## src/rtl/adc_pf_consts.svh

```systemverilog
// register map, field positions, reset values and timing counts of the converter control
`ifndef ADC_PF_CONSTS_SVH
`define ADC_PF_CONSTS_SVH

// ----------------------------------------------------------------
// register byte addresses
// ----------------------------------------------------------------
`define ADC_ADDR_RESULT_LO   16'hff08
`define ADC_ADDR_RESULT_HI   16'hff09
`define ADC_ADDR_MODE        16'hff28
`define ADC_ADDR_CHAN        16'hff29
`define ADC_ADDR_PFM         16'hff2a
`define ADC_ADDR_PFT         16'hff2b

// ----------------------------------------------------------------
// field positions
// ----------------------------------------------------------------
`define ADC_MODE_RUN_BIT     7
`define ADC_MODE_FT_HI       5
`define ADC_MODE_FT_LO       3
`define ADC_MODE_BOOST_BIT   0
`define ADC_PFM_EN_BIT       7
`define ADC_PFM_DIR_BIT      6
`define ADC_RES_PAD          6

// ----------------------------------------------------------------
// reset values
// ----------------------------------------------------------------
`define ADC_MODE_RST         8'h00
`define ADC_CHAN_RST         8'h00
`define ADC_PFM_RST          8'h00
`define ADC_PFT_RST          8'h00

// ----------------------------------------------------------------
// conversion timing, in system clock cycles per conversion
// ----------------------------------------------------------------
`define ADC_CYC_000          288
`define ADC_CYC_001          240
`define ADC_CYC_010          192
`define ADC_CYC_100          144
`define ADC_CYC_101          120
`define ADC_CYC_110          96
// each conversion is this many equal steps: two of sampling, one per result bit
`define ADC_STEPS            12
`define ADC_SAMPLE_STEPS     2

`endif

```

## src/rtl/adc_pf_pkg.sv

```systemverilog
// types shared by the converter control and its register bus
package adc_pf_pkg;

	// ----------------------------------------------------------------
	// register bus request, held by the cpu until bus_ready
	// ----------------------------------------------------------------
	typedef struct packed {
		logic        sel;
		logic        we;
		logic        word;
		logic        bit_op;
		logic [2:0]  bit_idx;
		logic [15:0] addr;
		logic [7:0]  wdata;
	} bus_req_t;

	// ----------------------------------------------------------------
	// sequencer phases and control state
	// ----------------------------------------------------------------
	typedef enum logic [1:0] {
		PH_IDLE,
		PH_SAMPLE,
		PH_CONVERT
	} phase_t;

	typedef struct packed {
		logic        run;
		logic [2:0]  ftime;
		logic        boost;
		logic [1:0]  chan;
		logic        pf_en;
		logic        pf_dir;
		logic [7:0]  thr;
		logic [9:0]  result;
		phase_t      phase;
		logic [4:0]  sub;
		logic [3:0]  step_idx;
		logic [8:0]  conv_cyc;
		logic        irq;
		logic        wait_done;
		logic [15:0] rdata;
	} ctrl_state_t;

endpackage : adc_pf_pkg

```

## src/rtl/sar_core.sv

```systemverilog
// successive approximation register, resolving one bit per decide strobe
`timescale 1ns/1ps
`default_nettype none

module sar_core #(
	parameter int W = 10
) (
	input  wire logic         core_clk,
	input  wire logic         rstn,
	input  wire logic         start,
	input  wire logic         decide,
	input  wire logic         comp_high,
	output logic [W-1:0]      trial,
	output logic [W-1:0]      resolved
);

	typedef struct packed {
		logic [W-1:0] trial;
		logic [W-1:0] mask;
	} sar_state_t;

	sar_state_t q_r;
	sar_state_t q_nxt;

	// ----------------------------------------------------------------
	// bit decision
	// ----------------------------------------------------------------
	// the bit under test is kept when the input is at or above the tap
	assign resolved = comp_high ? q_r.trial : (q_r.trial & ~q_r.mask);
	assign trial    = q_r.trial;

	always_comb begin
		q_nxt = q_r;
		if (start) begin
			q_nxt.trial = {1'b1, {(W-1){1'b0}}};
			q_nxt.mask  = {1'b1, {(W-1){1'b0}}};
		end else if (decide) begin
			q_nxt.trial = resolved | (q_r.mask >> 1);
			q_nxt.mask  = q_r.mask >> 1;
		end
	end

	always_ff @(posedge core_clk) begin
		if (!rstn) begin
			q_r <= '0;
		end else begin
			q_r <= q_nxt;
		end
	end

endmodule : sar_core

`default_nettype wire

```

## src/rtl/adc_pf_ctrl.sv

```systemverilog
// control of a four-channel 10-bit converter with power-fail comparison
`timescale 1ns/1ps
`default_nettype none
`include "adc_pf_consts.svh"

module adc_pf_ctrl #(
	parameter int CH_N = 4
) (
	input  wire logic                 core_clk,
	input  wire logic                 rstn,
	input  wire adc_pf_pkg::bus_req_t bus_req,
	output logic                      bus_ready,
	output logic [15:0]               bus_rdata,
	input  wire logic                 comp_high,
	output logic [9:0]                dac_code,
	output logic                      sample_hold_en,
	output logic [1:0]                analog_channel,
	output logic                      boost_ref_en,
	output logic [CH_N-1:0]           digital_input_en,
	output logic                      conversion_done_irq
);

	adc_pf_pkg::ctrl_state_t q_r;
	adc_pf_pkg::ctrl_state_t q_nxt;

	logic [4:0] step_len;
	logic       acc;
	logic       is_ctl;
	logic       needs_wait;
	logic       wr;
	logic       ctl_wr;
	logic       last_bit;
	logic       complete;
	logic       sar_start;
	logic       sar_decide;
	logic       pf_hit;
	logic [7:0] nv;
	logic [9:0] resolved;
	logic [9:0] trial;

	// ----------------------------------------------------------------
	// helpers
	// ----------------------------------------------------------------
	// prohibited codes fall back to the slowest timing, which is the safe side
	function automatic logic [4:0] step_of(input logic [2:0] code);
		logic [8:0] cyc;
		case (code)
			3'b000: cyc = 9'(`ADC_CYC_000);
			3'b001: cyc = 9'(`ADC_CYC_001);
			3'b010: cyc = 9'(`ADC_CYC_010);
			3'b100: cyc = 9'(`ADC_CYC_100);
			3'b101: cyc = 9'(`ADC_CYC_101);
			3'b110: cyc = 9'(`ADC_CYC_110);
			default: cyc = 9'(`ADC_CYC_000);
		endcase
		return 5'(cyc / 9'(`ADC_STEPS));
	endfunction : step_of

	function automatic logic [7:0] merge(input logic [7:0] old, input adc_pf_pkg::bus_req_t r);
		logic [7:0] v;
		v = old;
		if (r.bit_op) begin
			v[r.bit_idx] = r.wdata[0];
		end else begin
			v = r.wdata;
		end
		return v;
	endfunction : merge

	function automatic logic [15:0] read_mux(input adc_pf_pkg::ctrl_state_t s, input adc_pf_pkg::bus_req_t r);
		logic [15:0] d;
		d = 16'h0000;
		case (r.addr)
			`ADC_ADDR_RESULT_LO: begin
				if (r.word) begin
					d = {s.result, {`ADC_RES_PAD{1'b0}}};
				end else begin
					d = {8'h00, s.result[1:0], {`ADC_RES_PAD{1'b0}}};
				end
			end
			`ADC_ADDR_RESULT_HI: d = {8'h00, s.result[9:2]};
			`ADC_ADDR_MODE:      d = {8'h00, s.run, 1'b0, s.ftime, 2'b00, s.boost};
			`ADC_ADDR_CHAN:      d = {8'h00, 6'b00_0000, s.chan};
			`ADC_ADDR_PFM:       d = {8'h00, s.pf_en, s.pf_dir, 6'b00_0000};
			`ADC_ADDR_PFT:       d = {8'h00, s.thr};
			default:             d = 16'h0000;
		endcase
		return d;
	endfunction : read_mux

	// ----------------------------------------------------------------
	// register bus
	// ----------------------------------------------------------------
	assign acc    = bus_req.sel;
	assign is_ctl = (bus_req.addr == `ADC_ADDR_MODE) || (bus_req.addr == `ADC_ADDR_CHAN) ||
	                (bus_req.addr == `ADC_ADDR_PFM) || (bus_req.addr == `ADC_ADDR_PFT);
	// every read waits one cycle so the data can leave a flip-flop
	assign needs_wait = acc && (!bus_req.we || is_ctl);
	assign bus_ready  = acc && (!needs_wait || q_r.wait_done);
	assign wr         = bus_ready && bus_req.we;
	assign ctl_wr     = wr && is_ctl;

	assign step_len = step_of(q_r.ftime);
	assign last_bit = (q_r.phase != adc_pf_pkg::PH_IDLE) && (q_r.sub == step_len - 5'd1) &&
	                  (q_r.step_idx == 4'(`ADC_STEPS - 1));
	// a control write in the finishing cycle aborts that conversion too
	assign complete = last_bit && !ctl_wr;
	assign pf_hit   = q_r.pf_dir ? (resolved[9:2] < q_r.thr) : (resolved[9:2] >= q_r.thr);

	// ----------------------------------------------------------------
	// next state
	// ----------------------------------------------------------------
	always_comb begin
		q_nxt      = q_r;
		nv         = 8'h00;
		sar_start  = 1'b0;
		sar_decide = 1'b0;
		q_nxt.irq       = 1'b0;
		q_nxt.wait_done = needs_wait && !q_r.wait_done;
		if (acc && !bus_req.we && !q_r.wait_done) begin
			q_nxt.rdata = read_mux(q_r, bus_req);
		end

		if (wr) begin
			case (bus_req.addr)
				`ADC_ADDR_MODE: begin
					nv = merge({q_r.run, 1'b0, q_r.ftime, 2'b00, q_r.boost}, bus_req);
					q_nxt.run   = nv[`ADC_MODE_RUN_BIT];
					q_nxt.ftime = nv[`ADC_MODE_FT_HI:`ADC_MODE_FT_LO];
					q_nxt.boost = nv[`ADC_MODE_BOOST_BIT];
				end
				`ADC_ADDR_CHAN: begin
					nv = merge({6'b00_0000, q_r.chan}, bus_req);
					q_nxt.chan = nv[1:0];
				end
				`ADC_ADDR_PFM: begin
					nv = merge({q_r.pf_en, q_r.pf_dir, 6'b00_0000}, bus_req);
					q_nxt.pf_en  = nv[`ADC_PFM_EN_BIT];
					q_nxt.pf_dir = nv[`ADC_PFM_DIR_BIT];
				end
				`ADC_ADDR_PFT: begin
					// the threshold takes byte writes only
					if (!bus_req.bit_op) begin
						q_nxt.thr = bus_req.wdata;
					end
				end
				default: begin
				end
			endcase
		end

		// conversion sequencer: two sampling steps, then one step per bit
		case (q_r.phase)
			adc_pf_pkg::PH_IDLE: begin
				if (q_r.run) begin
					q_nxt.phase    = adc_pf_pkg::PH_SAMPLE;
					q_nxt.sub      = 5'd0;
					q_nxt.step_idx = 4'd0;
					q_nxt.conv_cyc = 9'd0;
					sar_start      = 1'b1;
				end
			end
			adc_pf_pkg::PH_SAMPLE, adc_pf_pkg::PH_CONVERT: begin
				q_nxt.conv_cyc = q_r.conv_cyc + 9'd1;
				if (q_r.sub == step_len - 5'd1) begin
					q_nxt.sub = 5'd0;
					if (q_r.step_idx >= 4'(`ADC_SAMPLE_STEPS)) begin
						sar_decide = 1'b1;
					end
					if (q_r.step_idx == 4'(`ADC_STEPS - 1)) begin
						q_nxt.phase    = adc_pf_pkg::PH_SAMPLE;
						q_nxt.step_idx = 4'd0;
						q_nxt.conv_cyc = 9'd0;
						sar_start      = 1'b1;
					end else begin
						q_nxt.step_idx = q_r.step_idx + 4'd1;
						if (q_r.step_idx == 4'(`ADC_SAMPLE_STEPS - 1)) begin
							q_nxt.phase = adc_pf_pkg::PH_CONVERT;
						end
					end
				end else begin
					q_nxt.sub = q_r.sub + 5'd1;
				end
			end
			default: begin
				q_nxt.phase = adc_pf_pkg::PH_IDLE;
			end
		endcase

		// an aborted conversion leaves result and interrupt untouched
		if (complete) begin
			q_nxt.result = resolved;
			q_nxt.irq    = q_r.pf_en ? pf_hit : 1'b1;
		end

		// control writes restart from the beginning, or stop if run is now clear
		if (ctl_wr) begin
			q_nxt.phase    = q_nxt.run ? adc_pf_pkg::PH_SAMPLE : adc_pf_pkg::PH_IDLE;
			q_nxt.sub      = 5'd0;
			q_nxt.step_idx = 4'd0;
			q_nxt.conv_cyc = 9'd0;
			sar_start      = q_nxt.run;
			sar_decide     = 1'b0;
		end
	end

	always_ff @(posedge core_clk) begin
		if (!rstn) begin
			q_r <= '0;
		end else begin
			q_r <= q_nxt;
		end
	end

	// ----------------------------------------------------------------
	// approximation register and outputs
	// ----------------------------------------------------------------
	sar_core #(
		.W (10)
	) u_sar (
		.core_clk  (core_clk),
		.rstn      (rstn),
		.start     (sar_start),
		.decide    (sar_decide),
		.comp_high (comp_high),
		.trial     (trial),
		.resolved  (resolved)
	);

	assign dac_code            = trial;
	assign sample_hold_en      = (q_r.phase == adc_pf_pkg::PH_SAMPLE);
	assign analog_channel      = q_r.chan;
	assign boost_ref_en        = q_r.boost;
	assign conversion_done_irq = q_r.irq;
	assign bus_rdata           = q_r.rdata;

	// only the pin being converted is taken from the digital port
	generate
		for (genvar i = 0; i < CH_N; i++) begin : g_din
			assign digital_input_en[i] = !(q_r.run && (q_r.chan == 2'(i)));
		end
	endgenerate
endmodule : adc_pf_ctrl

`default_nettype wire

```

## config.mk

```make
export PLATFORM = sky130hd
export DESIGN_NAME = adc_pf_ctrl
export DESIGN_NICKNAME = d
export VERILOG_FILES = /design/src/rtl/adc_pf_pkg.sv /design/src/rtl/sar_core.sv /design/src/rtl/adc_pf_ctrl.sv
export VERILOG_INCLUDE_DIRS = /design/src /design/src/rtl
export SDC_FILE = /design/constraint.sdc
export NUM_CORES = 1
export LEC_CHECK = 0
export BUFFER_PORTS_ARGS = -buffer_cell sky130_fd_sc_hd__clkbuf_2
export CORE_MARGIN = 1.5
export CORE_UTILIZATION = 40
export CTS_BUF_LIST = sky130_fd_sc_hd__clkbuf_2 sky130_fd_sc_hd__clkbuf_4 sky130_fd_sc_hd__clkbuf_8
export DETAILED_ROUTE_END_ITERATION = 6
export GPL_ROUTABILITY_DRIVEN = 0
export GPL_TIMING_DRIVEN = 1
export SLEW_MARGIN = 20
export SYNTH_ARGS = -nofsm -noshare
export SYNTH_HDL_FRONTEND = slang
export SYNTH_SLANG_ARGS = --single-unit
export TNS_END_PERCENT = 100
```

## constraint.sdc

```tcl
create_clock -name core_clk -period 14.6 [get_ports core_clk]
set_input_delay 1.46 -clock core_clk [delete_from_list [all_inputs] [get_ports core_clk]]
set_output_delay 1.46 -clock core_clk [all_outputs]
set_load 0.1 [all_outputs]
```

Word level (Yosys, flattened, before mapping)
Cells that the tools add are included.

Bits in registers: 85. Output and inout port bits: 36. Logic and storage cells: 145.

Equal/unequal tests: 24. Add/subtract/negate cells: 4. Bitwise operators: 5. Reductions and logical operators: 44. Order comparisons: 5. Multiplexer cells: 43. Div/mod/pow operators: 1.

Operators with widths (count): 16-bit equality test (second input constant) (6); 16-bit one-hot mux with 6 select lines (1); 20-bit two-way mux (4); 9-bit one-hot mux with 5 select lines (1); 18-bit one-hot mux with 2 select lines (1); 8-bit two-way mux (4); 8-bit bitwise mux (3); 17-bit two-way mux (1); 16-bit two-way mux (1); 1-bit logical AND (15); 13-bit two-way mux (1); 1-bit two-way mux (12); 2-bit two-way mux (6); 10-bit bitwise AND (1); 10-bit two-way mux (1); 5-bit two-way mux (2); 10-bit inverter (1); 10-bit by 9-bit OR with 10-bit output (1); 2-bit AND reduction (5); 9-bit by 1-bit adder with 9-bit output (second input constant) (1); 9-bit by 4-bit divider with 9-bit output (second input constant) (1); 3-bit equality test (second input constant) (3); 9-bit two-way mux (1); 3-bit AND reduction (3); 28 further kinds (50).

Logic depth before layout (Yosys ltp)
Gate-level depths: netlist of the first run.

Depth after elaboration: 14. Gate-level depth with buffers: 31. Depth with buffers taken out: 27.

By module
A second synthesis of the first run with hierarchy kept.

Cells, all modules: 625. Area, all modules: 5073.6 um^2.

Modules (own cells, without submodules): adc_pf_ctrl (cells each 520, area an instance 4156.5 um^2, times used 1, sequential area each 1121.1 um^2); sar_core (cells each 105, area an instance 917.1 um^2, times used 1, sequential area each 400.4 um^2).

Worst setup path after synthesis of the first run
OpenSTA, ideal clock, no wires.

Path type: flip-flop to flip-flop. Start: register with a tool-made name. End: register q_r (netlist bit conversion_done_irq). Required time: 14.521 ns. Data arrival time: 5.658 ns. Setup time: 0.079 ns. Clock period less this slack: 5.737 ns. Path buffers: 3. Slack: 8.863 ns. Stages on the path, launching flop included: 31. Cells stage by stage: dfxtp_1 -> buf_2 -> inv_1 -> ha_1 -> buf_6 -> nor3_1 -> nor2_1 -> o21a_1 -> ha_1 -> nor2b_1 -> a22oi_1 -> mux2i_1 -> o32ai_2 -> o21bai_1 -> nand3_1 -> xor2_1 -> ha_1 -> or3b_1 -> o22ai_1 -> a22oi_1 -> nor2_1 -> ha_1 -> xnor2_1 -> and4_1 -> a21oi_1 -> a21oi_1 -> and2_1 -> nand3_2 -> or4b_4 -> buf_6 -> a211oi_2.

RTL lines: end signal: assignment (RTL line adc_pf_ctrl.sv:211) `q_r <= q_nxt;`; end: declaration (RTL line adc_pf_ctrl.sv:23) `adc_pf_pkg::ctrl_state_t q_r;`.

==> parameters.txt, run 1 <==
Parameter                              Value

Outcome
  Outcome    finished, final reports clean

Synthesis
  Average footprint of a synthesized cell    7.98 µm²
  Count of synthesis-stage warnings from yosys    0
  Syn Nets    between 600 and 700
  Area of the mapped netlist    ~5000 µm²
  Number of library cell types mapped by synthesis    75
  Number of register bits inferred by synthesis    76
  Fraction of registers with async set or reset after synthesis    0%
  EDFF count, synth    0
  Dominant register cell in the synthesized netlist    sky130_fd_sc_hd__dfxtp_1
  Top cells by instance count after synthesis    77 x sky130_fd_sc_hd__nor2_1, 76 x sky130_fd_sc_hd__dfxtp_1, 50 x sky130_fd_sc_hd__nand2_1, 46 x sky130_fd_sc_hd__a21oi_1
  Share of the synthesized area in the top cell type    29.7%
  Post-Syn Instances    around 640
  Largest area contributor in the netlist    sky130_fd_sc_hd__dfxtp_1
  Sequential-to-total area share from yosys stat    29.7%
  Leading cell types by total area after synthesis    sky130_fd_sc_hd__dfxtp_1 30%, sky130_fd_sc_hd__mux2i_1 6.3%, sky130_fd_sc_hd__nor2_1 5.6%
  Most common cell in the synthesized netlist    sky130_fd_sc_hd__nor2_1

Hold path
  Classification of the worst-slack hold path    flip-flop to flip-flop
  Number of cells on the worst hold path    2
  Worst hold path startpoint    q_r[39]
  Worst Hold Path EP    q_r[39]

Layout
  Final antenna diode count    0
  Nets    ~700
  Fillers    roughly 1.3k
  Post-layout instance area    about 5500 µm²
  Combined area of the multi-input logic cells    3120 µm²
  Area taken by flip-flops and latches    roughly 1500 µm²
  Fraction of layout cells with a size suffix above 1    between 10% and 20%
  Final standard cell utilization of the core    44.0%
  Synth-to-Final Area Change    7.94%

Detailed routing
  DR pass1 iterations    5
  Count of nets left with antenna violations after detail routing    0
  Wire length after detailed routing    13500 µm
  Number of DRC violations after detailed-routing iteration 0    between 300 and 400
  Count of unresolved DRC violations after routing    0
  Average routed wire per standard cell    16.1 µm
  Per-cell via count in the routed design    around 5.7
  Total number of vias    4801

Placement
  Post-detailed-placement half-perimeter wirelength    around 10000 µm
  Port buffer count    69
  Post-Place Cell Area    between 5000 and 6000 µm²

STA
  Worst slew margin    between 30 and 40%
  Final critical path time including I/O delays and setup    around 6.6 ns
  Slew at the pin closest to its max-slew limit    around 0.92 ns
  Final worst clock skew    0.00687 ns
  Total of endpoints with negative setup slack in the final report    0
  Pins over their slew limit    0
  Achievable Freq    about 0.15 GHz
  Final hold violation count    0
  RSZ-0062 raised after global routing    no
  Final period utilization    45.4%
  Setup TNS Final    0 ns

Global route
  Total congestion overflow    0
  Number of global-route vias before repair    between 4k and 5k
  Tot GR Track Use    between 20% and 30%
  Maximum number of pins on one net before global-route repair    38
  Global-route wire length before repair    roughly 22000 µm
  Initial antenna violation count    0

Critical path
  Crit Reg-Reg Endpoint    u_sar.q_r[2]
  Critical path type    flip-flop to flip-flop
  R2R Setup Slk    ~8.0 ns
  Kind of end point of the critical path    flip-flop
  Crit-path max FO    18
  Required time of the worst setup path    between 10 and 15 ns
  Kind of start point of the critical path    flip-flop
  Path depth of the worst reg2reg path    27
  Worst path arrival time    around 6.9 ns

Floorplan
  Floorplan Core Area    between 10000 and 15000 µm²
  Number of core rows    between 40 and 50
  Effective utilization at floorplan    between 40% and 50%
  Overall die height    about 120 µm
  Area of the die    about 13000 µm²
  Number of placed I/O pins    70
  Width of the chip    around 120 µm

Run
  Max-cap violation count    0

CTS
  Number of buffers inserted for hold repair after clock tree synthesis    0
  Clock tree from TritonCTS    built
  Clock tree root driver cell    sky130_fd_sc_hd__clkbuf_8
  PostCTS Resize Cnt    0
  CTS HTree Levels    3
  Number of buffers created by CTS    9
  Maximum buffer depth of the clock tree    2
  Sink Count    76
  Post-CTS repair timing setup buffer count    0
  Clock transition at the registers of the reported paths    about 0.080 ns
  Worst-Skew Late Latency    0.36 ns

Power and ir drop
  Total chip power    roughly 0.00039 W
  VDD IR max    0.0412 mV
  Static leakage    between 2 and 2.5 nW
  Power density of the placed cells    between 70 and 80 nW/µm²
## per-layer routing
| metal | wire length, µm | track usage (%) | vias up | part of all wire (%) |
|---|---|---|---|---|
| met5 | 0 | 0 | - | 0 |
| met4 | 343 | 8.70 | 0 | 2.5 |
| met3 | 713 | 4.46 | 28 | 5.3 |
| met2 | 6050 | 31.5 | 138 | 45 |
| met1 | 6430 | 27.6 | 2290 | 47 |
| li1 | - | - | 2345 | - |
## metrics by stage
step | setup slack, ns | hold slack (ns) | cells
global placement | 8.38 | 0.463 | 827
floorplan | 8.86 | 0.437 | 642
detailed placement | 8.05 | 0.473 | 827
CTS | 8.00 | 0.484 | 843
global route | 7.37 | 0.506 | 843
finish | 7.97 | 0.482 | 843
## where the power goes
part           switching (W)  leakage [nW]  internal (W)
sequential       0.000000546         0.612      0.000208
combinational      0.0000233          1.50    0.00000928
clock              0.0000802        0.0861     0.0000722
total               0.000104          2.20      0.000289
## cell usage in the layout (no fill, tap or decap), types with 7 or more instances in the layout
cell type                  count
sky130_fd_sc_hd__dfxtp_1      76
sky130_fd_sc_hd__nand3_1      23
sky130_fd_sc_hd__inv_1        32
sky130_fd_sc_hd__a21oi_1      46
sky130_fd_sc_hd__nor2b_1      13
sky130_fd_sc_hd__nor3_1        9
sky130_fd_sc_hd__a31oi_1       7
sky130_fd_sc_hd__a211oi_1      8
sky130_fd_sc_hd__nand2_1      50
sky130_fd_sc_hd__nor4b_1       7
sky130_fd_sc_hd__o21ai_0      28
sky130_fd_sc_hd__a22oi_1      21
sky130_fd_sc_hd__clkbuf_8     10
sky130_fd_sc_hd__mux2i_1      32
sky130_fd_sc_hd__ha_1         21
sky130_fd_sc_hd__a21o_1        8
sky130_fd_sc_hd__and2_1        7
sky130_fd_sc_hd__nor2_1       77
sky130_fd_sc_hd__clkbuf_2     69
## cell families after synthesis
family	synth area share, %
xor+xnor	1.20
fa+ha+maj	5.13
flops	29.7
compound gates	23.9
buf+inv	9.53
simple gates	23.8
mux	6.69
## how the worst max path moves through the flow
stage	endpoint	slack, ns	depth (start not counted)
5_1_grt	u_sar.trial[6]	7.37	28
4_1_cts	u_sar.q_r[4]	8.00	27
3_5_place_dp	u_sar.q_r[0]	8.05	27
2_1_floorplan	conversion_done_irq	8.86	30
3_3_place_gp	u_sar.q_r[7]	8.38	26
6_report	u_sar.q_r[2]	7.97	27
## cell type report
type / instances / share of cell area (%)
clock buffers: 13 / 2.90
clock inverters: 3 / 0.407
inverters: 34 / 2.31
multi-input cells: 474 / 56.5
flip-flops and latches: 76 / 27.5
well taps: 172 / 3.89
repair buffers: 71 / 6.52
## critical path: stages, from the launching register on
cell                       delay [ns]
sky130_fd_sc_hd__dfxtp_1         0.53
sky130_fd_sc_hd__inv_1           0.11
sky130_fd_sc_hd__ha_1            0.31
sky130_fd_sc_hd__nor3_1          0.32
sky130_fd_sc_hd__nor2_1          0.12
sky130_fd_sc_hd__o21a_1          0.12
sky130_fd_sc_hd__ha_1            0.27
sky130_fd_sc_hd__nor2b_1         0.19
sky130_fd_sc_hd__a22oi_1         0.32
sky130_fd_sc_hd__mux2i_1         0.21
sky130_fd_sc_hd__o32ai_2         0.36
sky130_fd_sc_hd__o21bai_1        0.25
sky130_fd_sc_hd__nand3_1         0.14
sky130_fd_sc_hd__xor2_1          0.17
sky130_fd_sc_hd__ha_1            0.23
sky130_fd_sc_hd__or3b_1          0.16
sky130_fd_sc_hd__o22ai_1         0.08
sky130_fd_sc_hd__a22oi_1         0.37
sky130_fd_sc_hd__nor2_1          0.08
sky130_fd_sc_hd__ha_1            0.20
sky130_fd_sc_hd__xnor2_1         0.17
sky130_fd_sc_hd__and4_1          0.23
sky130_fd_sc_hd__a21oi_1         0.07
sky130_fd_sc_hd__a21oi_1         0.23
sky130_fd_sc_hd__nor4b_2         0.40
sky130_fd_sc_hd__or2_1           0.34
sky130_fd_sc_hd__a311o_4         0.45
sky130_fd_sc_hd__a21oi_1         0.08
(Power assumes the default switching activity.)
==> run 2: changes to the inputs <==
- clock period: 14.6 -> 5.36 ns (I/O delays scaled with it)
==> run 2 against run 1 <==
Against the previous run: worst hold slack got worse by 0.071 ns; clock skew rose by 0.0077 ns; via count rose by 4.1%; first-iteration DRC count fell by 10%; critical path depth rose by 1; global-route usage rose by 1.4 points; total power rose to 2.9 times the previous value; clock power rose to 3.1 times the previous value; die area did not move; sequential power rose to 2.7 times the previous value; sequential share of layout area fell by 3.4 points; combinational power rose to 3.0 times the previous value; largest power group unchanged.
==> parameters.txt, run 2 (synthesis results as in run 1) <==
Parameter                              Value

CTS
  Clock transition at the registers of the reported paths    0.09 ns (was 0.08 ns)
  Worst-Skew Late Latency    0.37 ns (was 0.36 ns)
  CTS HTree Levels    3 (unchanged)
  Maximum buffer depth of the clock tree    2 (unchanged)
  Sink Count    76 (unchanged)
  Clock tree from TritonCTS    built (unchanged)
  Number of buffers created by CTS    9 (unchanged)
  Clock tree root driver cell    sky130_fd_sc_hd__clkbuf_8 (unchanged)

Outcome
  Outcome    finished, final reports clean (unchanged)

Critical path
  Kind of start point of the critical path    flip-flop (unchanged)
  Required time of the worst setup path    5.60 ns (was 14.84 ns)
  Crit-path max FO    7 (was 18)
  Slowest-stage cell, CP    sky130_fd_sc_hd__dfxtp_4 (was sky130_fd_sc_hd__dfxtp_1)
  Critical path type    flip-flop to flip-flop (unchanged)
  Critical path's largest stage delay    0.38 ns (was 0.53 ns)
  Worst path arrival time    5.55 ns (was 6.87 ns)
  Kind of end point of the critical path    flip-flop (unchanged)

Placement
  Post-detailed-placement half-perimeter wirelength    10500 µm (was 10100 µm)
  Port buffer count    69 (unchanged)
  Worst Setup Slack post-DPL    -0.110 ns (was 8.05 ns)

Global route
  Maximum number of pins on one net before global-route repair    38 (unchanged)
  Number of global-route vias before repair    4557 (was 4393)
  Layer with the highest usage after global routing    met2 (unchanged)
  Tot GR Track Use    21.8% (was 20.4%)
  Global-route wire length before repair    23000 µm (was 21700 µm)
  Initial antenna violation count    0 (unchanged)
  GR Util met3    5.35% (was 4.46%)
  Global routing usage on met1    29.0% (was 27.6%)
  Total congestion overflow    0 (unchanged)
  Met2 capacity usage during global routing    35.7% (was 31.5%)

Floorplan
  Area of the die    13500 µm² (unchanged)
  Width of the chip    116 µm (unchanged)
  Number of core rows    41 (unchanged)
  Overall die height    116 µm (unchanged)
  Floorplan Core Area    12600 µm² (unchanged)
  Number of placed I/O pins    70 (unchanged)
  Effective utilization at floorplan    40.7% (unchanged)

STA
  Setup TNS Final    0 ns (unchanged)
  Slack of the critical path    0.0529 ns (was 7.97 ns)
  Final hold violation count    0 (unchanged)
  Final period utilization    99.0% (was 45.4%)
  Final critical path time including I/O delays and setup    5.31 ns (was 6.63 ns)
  Total of endpoints with negative setup slack in the final report    0 (unchanged)
  RSZ-0062 raised after global routing    yes (was no)
  Worst slew margin    49.4% (was 38.4%)
  Pins over their slew limit    0 (unchanged)
  Achievable Freq    0.188 GHz (was 0.151 GHz)
  Slew at the pin closest to its max-slew limit    0.758 ns (was 0.923 ns)
  Final worst clock skew    0.0146 ns (was 0.00687 ns)

Detailed routing
  Count of unresolved DRC violations after routing    0 (unchanged)
  Per-cell via count in the routed design    5.58 (was 5.70)
  DR pass1 iterations    5 (unchanged)
  Wire length after detailed routing    14800 µm (was 13500 µm)
  Average routed wire per standard cell    16.6 µm (was 16.1 µm)
  Total number of vias    4997 (was 4801)
  Number of DRC violations after detailed-routing iteration 0    301 (was 335)
  Count of nets left with antenna violations after detail routing    0 (unchanged)

Run
  Max-cap violation count    0 (unchanged)

Power and ir drop
  Power density of the placed cells    178 nW/µm² (was 71.1 nW/µm²)
  VDD IR max    0.175 mV (was 0.0412 mV)
  Total chip power    0.00113 W (was 0.000393 W)
  Static leakage    2.54 nW (was 2.20 nW)

Layout
  Nets    773 (was 721)
  Most common library cell in the layout ignoring fill and taps    sky130_fd_sc_hd__nor2_1 (unchanged)
  Fraction of layout cells with a size suffix above 1    29.2% (was 17.4%)
  Synth-to-Final Area Change    24.0% (was 7.94%)
  Leading cell types in the layout, fill and taps excluded    76 x sky130_fd_sc_hd__nor2_1, 73 x sky130_fd_sc_hd__dfxtp_1, 69 x sky130_fd_sc_hd__clkbuf_2, 50 x sky130_fd_sc_hd__nand2_1, 47 x sky130_fd_sc_hd__buf_4 (was 77 x sky130_fd_sc_hd__nor2_1, 76 x sky130_fd_sc_hd__dfxtp_1, 69 x sky130_fd_sc_hd__clkbuf_2, 50 x sky130_fd_sc_hd__nand2_1, 46 x sky130_fd_sc_hd__a21oi_1)
  Final standard cell utilization of the core    50.5% (was 44.0%)
  Final antenna diode count    0 (unchanged)

Hold path
  Classification of the worst-slack hold path    primary input to flip-flop (was flip-flop to flip-flop)
run 2: final cells by class:
class                           count  area, µm²
Clock inverter                      5       60.1
Tap cell                          172        215
Sequential cell                    76       1530
Fill cell                        1208       6220
Clock buffer                       11        151
Inverter                           34        130
Multi-Input combinational cell    475       3450
Timing Repair Buffer              122        811
run 2: critical path, delay by kind of cell, from the launching register on:
family                     cells  cell delay [ns]
adders and majority gates      4             0.74
xor gates and xnor gates       2             0.26
AOI/OAI and AO/OA             12             2.03
DFF                            1             0.38
buffers and inverters          2             0.24
and+or+nand+nor                8             1.52
run 2: through the flow:
step                      hold WS, ns  instance area (µm²)  instances
final                           0.411                 6350        895
after global routing            0.430                 6350        895
after CTS                       0.397                 6050        886
after detailed placement        0.466                 5670        857
after global placement          0.450                 5670        857
after floorplan                 0.437                 5220        642
run 2: worst paths after layout:
path	startpoint	endpoint	slack [ns]	depth (start not counted)
hold / removal	bus_req[2]	q_r[50]	0.41	3
setup / recovery	flip-flop	u_sar.trial[6]	0.05	28
hold reg to reg	u_sar.q_r[9]	u_sar.q_r[9]	0.48	2
setup reg to reg	flip-flop	u_sar.trial[6]	0.05	28
run 2: repair_timing:
item,in CTS,in global routing
pin swaps,8,3
resized for setup,15,30
cloned,1,3
hold buffers,0,0
buffers inserted,12,6
endpoints found under the setup margin,18,36
run 2: metal layers:
| layer | vias up | wire [µm] |
|---|---|---|
| met5 | - | 0 |
| li1 | 2454 | - |
| met2 | 154 | 7070 |
| met1 | 2375 | 6790 |
| met3 | 14 | 800 |
| met4 | 0 | 186 |
run 2: report_power, final:
part / total, W / switching, W / leakage, nW / internal, W
clock: 0.000465 / 0.000224 / 0.106 / 0.000241
sequential: 0.000566 / 0.00000164 / 0.614 / 0.000564
combinational: 0.0000969 / 0.0000674 / 1.82 / 0.0000295
total: 0.00113 / 0.000293 / 2.54 / 0.000835
==> run 3: changes to the inputs <==
- PLACE_DENSITY: unset -> 0.66
==> run 3 against run 2 <==
Against the previous run: the run now ends with setup timing left; worst hold slack improved by 0.0066 ns; flip-flop and latch count unchanged; critical path type unchanged; clock power increased by 8.6%; sequential share of layout area decreased by 0.34 points; core utilization increased by 0.69 points.
==> parameters.txt, run 3 (synthesis results as in run 1) <==
Parameter                              Value

Outcome
  Outcome    finished with violations (was finished, final reports clean)
  Violations in the final reports    setup timing

Floorplan
  Effective utilization at floorplan    40.7% (unchanged)
  Number of placed I/O pins    70 (unchanged)
  Number of core rows    41 (unchanged)
  Width of the chip    116 µm (unchanged)
  Floorplan Core Area    12600 µm² (unchanged)
  Overall die height    116 µm (unchanged)
  Area of the die    13500 µm² (unchanged)

STA
  Final hold violation count    0 (unchanged)
  Worst slew margin    47.1% (was 49.4%)
  Slew at the pin closest to its max-slew limit    0.791 ns (was 0.758 ns)
  Total of endpoints with negative setup slack in the final report    11 (was 0)
  Final worst clock skew    0.0140 ns (was 0.0146 ns)
  Final period utilization    101% (was 99.0%)
  Achievable Freq    0.184 GHz (was 0.188 GHz)
  RSZ-0062 raised after global routing    yes (unchanged)
  Final critical path time including I/O delays and setup    5.43 ns (was 5.31 ns)
  Pins over their slew limit    0 (unchanged)
  Slack of the critical path    -0.0670 ns (was 0.0529 ns)

Run
  Max-cap violation count    0 (unchanged)

Layout
  Area taken by flip-flops and latches    1530 µm² (about the same)
  Fillers    1153 (was 1208)
  Nets    764 (was 773)
  Final antenna diode count    0 (unchanged)
  Synth-to-Final Area Change    25.7% (was 24.0%)
  Fraction of layout cells with a size suffix above 1    29.6% (was 29.2%)
  Most common library cell in the layout ignoring fill and taps    sky130_fd_sc_hd__nor2_1 (unchanged)
  Leading cell types in the layout, fill and taps excluded    75 x sky130_fd_sc_hd__nor2_1, 74 x sky130_fd_sc_hd__dfxtp_1, 69 x sky130_fd_sc_hd__clkbuf_2, 50 x sky130_fd_sc_hd__nand2_1, 39 x sky130_fd_sc_hd__a21oi_1 (was 76 x sky130_fd_sc_hd__nor2_1, 73 x sky130_fd_sc_hd__dfxtp_1, 69 x sky130_fd_sc_hd__clkbuf_2, 50 x sky130_fd_sc_hd__nand2_1, 47 x sky130_fd_sc_hd__buf_4)
  Final standard cell utilization of the core    51.2% (was 50.5%)
  Combined area of the multi-input logic cells    3660 µm² (was 3450 µm²)

Detailed routing
  Count of unresolved DRC violations after routing    0 (unchanged)
  Per-cell via count in the routed design    5.73 (was 5.58)
  Total number of vias    5078 (was 4997)
  Number of DRC violations after detailed-routing iteration 0    350 (was 301)
  Average routed wire per standard cell    17.3 µm (was 16.6 µm)
  Wire length after detailed routing    15400 µm (was 14800 µm)
  DR pass1 iterations    5 (unchanged)
  Count of nets left with antenna violations after detail routing    0 (unchanged)

Critical path
  Crit-path max FO    6 (was 7)
  Kind of end point of the critical path    flip-flop (unchanged)
  Path depth of the worst reg2reg path    26 (was 28)
  Kind of start point of the critical path    flip-flop (unchanged)
  Worst path arrival time    5.68 ns (was 5.55 ns)
  Required time of the worst setup path    5.61 ns (was 5.60 ns)
  Critical path type    flip-flop to flip-flop (unchanged)

Global route
  Total congestion overflow    0 (unchanged)
  Number of global-route vias before repair    4615 (was 4557)
  Maximum number of pins on one net before global-route repair    40 (was 38)
  Tot GR Track Use    22.0% (was 21.8%)
  Initial antenna violation count    0 (unchanged)
  Global-route wire length before repair    23300 µm (was 23000 µm)

CTS
  CTS HTree Levels    3 (unchanged)
  Number of buffers created by CTS    9 (unchanged)
  Number of buffers inserted for hold repair after clock tree synthesis    0 (unchanged)
  Clock tree from TritonCTS    built (unchanged)
  Worst-Skew Late Latency    0.37 ns (about the same)
  Clock transition at the registers of the reported paths    0.08 ns (was 0.09 ns)
  Sink Count    76 (unchanged)
  Clock tree root driver cell    sky130_fd_sc_hd__clkbuf_8 (unchanged)
  Maximum buffer depth of the clock tree    2 (unchanged)

Power and ir drop
  Power density of the placed cells    182 nW/µm² (was 178 nW/µm²)
  Total chip power    0.00117 W (was 0.00113 W)
  Static leakage    2.48 nW (was 2.54 nW)
  VDD IR max    0.118 mV (was 0.175 mV)

Hold path
  Classification of the worst-slack hold path    primary input to flip-flop (unchanged)
  Number of cells on the worst hold path    3 (unchanged)

Placement
  Port buffer count    69 (unchanged)
  Post-detailed-placement half-perimeter wirelength    10900 µm (was 10500 µm)
run 3: critical path: stages, from the launching register on:
cell,delay [ns]
sky130_fd_sc_hd__dfxtp_4,0.36
sky130_fd_sc_hd__buf_6,0.11
sky130_fd_sc_hd__ha_4,0.16
sky130_fd_sc_hd__nor2b_4,0.13
sky130_fd_sc_hd__o21a_1,0.21
sky130_fd_sc_hd__ha_4,0.19
sky130_fd_sc_hd__and3b_1,0.16
sky130_fd_sc_hd__a32o_2,0.24
sky130_fd_sc_hd__a2bb2oi_4,0.17
sky130_fd_sc_hd__o32ai_4,0.29
sky130_fd_sc_hd__o21bai_4,0.18
sky130_fd_sc_hd__nand3_2,0.10
sky130_fd_sc_hd__xor2_2,0.18
sky130_fd_sc_hd__ha_2,0.19
sky130_fd_sc_hd__or3b_4,0.39
sky130_fd_sc_hd__o22ai_4,0.11
sky130_fd_sc_hd__a22oi_2,0.08
sky130_fd_sc_hd__nor2_1,0.12
sky130_fd_sc_hd__ha_2,0.21
sky130_fd_sc_hd__xnor2_2,0.12
sky130_fd_sc_hd__and4_4,0.28
sky130_fd_sc_hd__a21oi_4,0.06
sky130_fd_sc_hd__a21oi_4,0.17
sky130_fd_sc_hd__and2_4,0.19
sky130_fd_sc_hd__nand3_4,0.09
sky130_fd_sc_hd__or4b_4,0.64
sky130_fd_sc_hd__mux2i_1,0.16
run 3: final timing paths:
check	start	end	slack (ns)
setup reg to reg	flip-flop	q_r[43]	-0.07
hold reg to reg	q_r[39]	q_r[39]	0.47
hold / removal	bus_req[2]	q_r[50]	0.42
setup / recovery	flip-flop	q_r[43]	-0.07
run 3: final cells by class:
cell class	instances	area share, %
Clock inverter	5	1.30
Inverter	34	2.02
Tap cell	172	3.34
Multi-Input combinational cell	478	56.9
Clock buffer	11	2.25
Timing Repair Buffer	110	10.5
Sequential cell	76	23.8
run 3: what timing repair did:
item,CTS,global route
resized for setup,24,45
endpoints found under the setup margin,31,36
pin swaps,6,32
gates cloned,2,2
setup buffers,3,8
run 3: per-layer routing:
metal / global-route usage [%] / vias to the layer above / share of wire, %
met5: 0 / - / 0
met4: 6.26 / 0 / 2.3
met2: 35.8 / 171 / 48
li1: - / 2443 / -
met1: 29.1 / 2429 / 44
met3: 5.19 / 35 / 5.9
run 3: stage by stage:
| step | TNS, ns | std cells | hold slack (ns) | setup WS (ns) | area [µm²] |
|---|---|---|---|---|---|
| floorplan | 0 | 642 | 0.437 | 0.00350 | 5220 |
| finish | -0.402 | 886 | 0.417 | -0.0670 | 6440 |
| global placement | 0 | 856 | 0.452 | 0.0911 | 5660 |
| global route | -9.51 | 886 | 0.415 | -0.375 | 6440 |
| detailed placement | -1.66 | 856 | 0.463 | -0.133 | 5660 |
| CTS | -0.0235 | 877 | 0.410 | -0.0120 | 6080 |
run 3: where the power goes:
| group | leakage (nW) | total [W] | internal [W] | switching, W |
|---|---|---|---|---|
| Sequential | 0.614 | 0.000566 | 0.000564 | 0.00000160 |
| Clock | 0.110 | 0.000505 | 0.000282 | 0.000224 |
| Combinational | 1.75 | 0.0000977 | 0.0000281 | 0.0000696 |
| Total | 2.48 | 0.00117 | 0.000874 | 0.000295 |
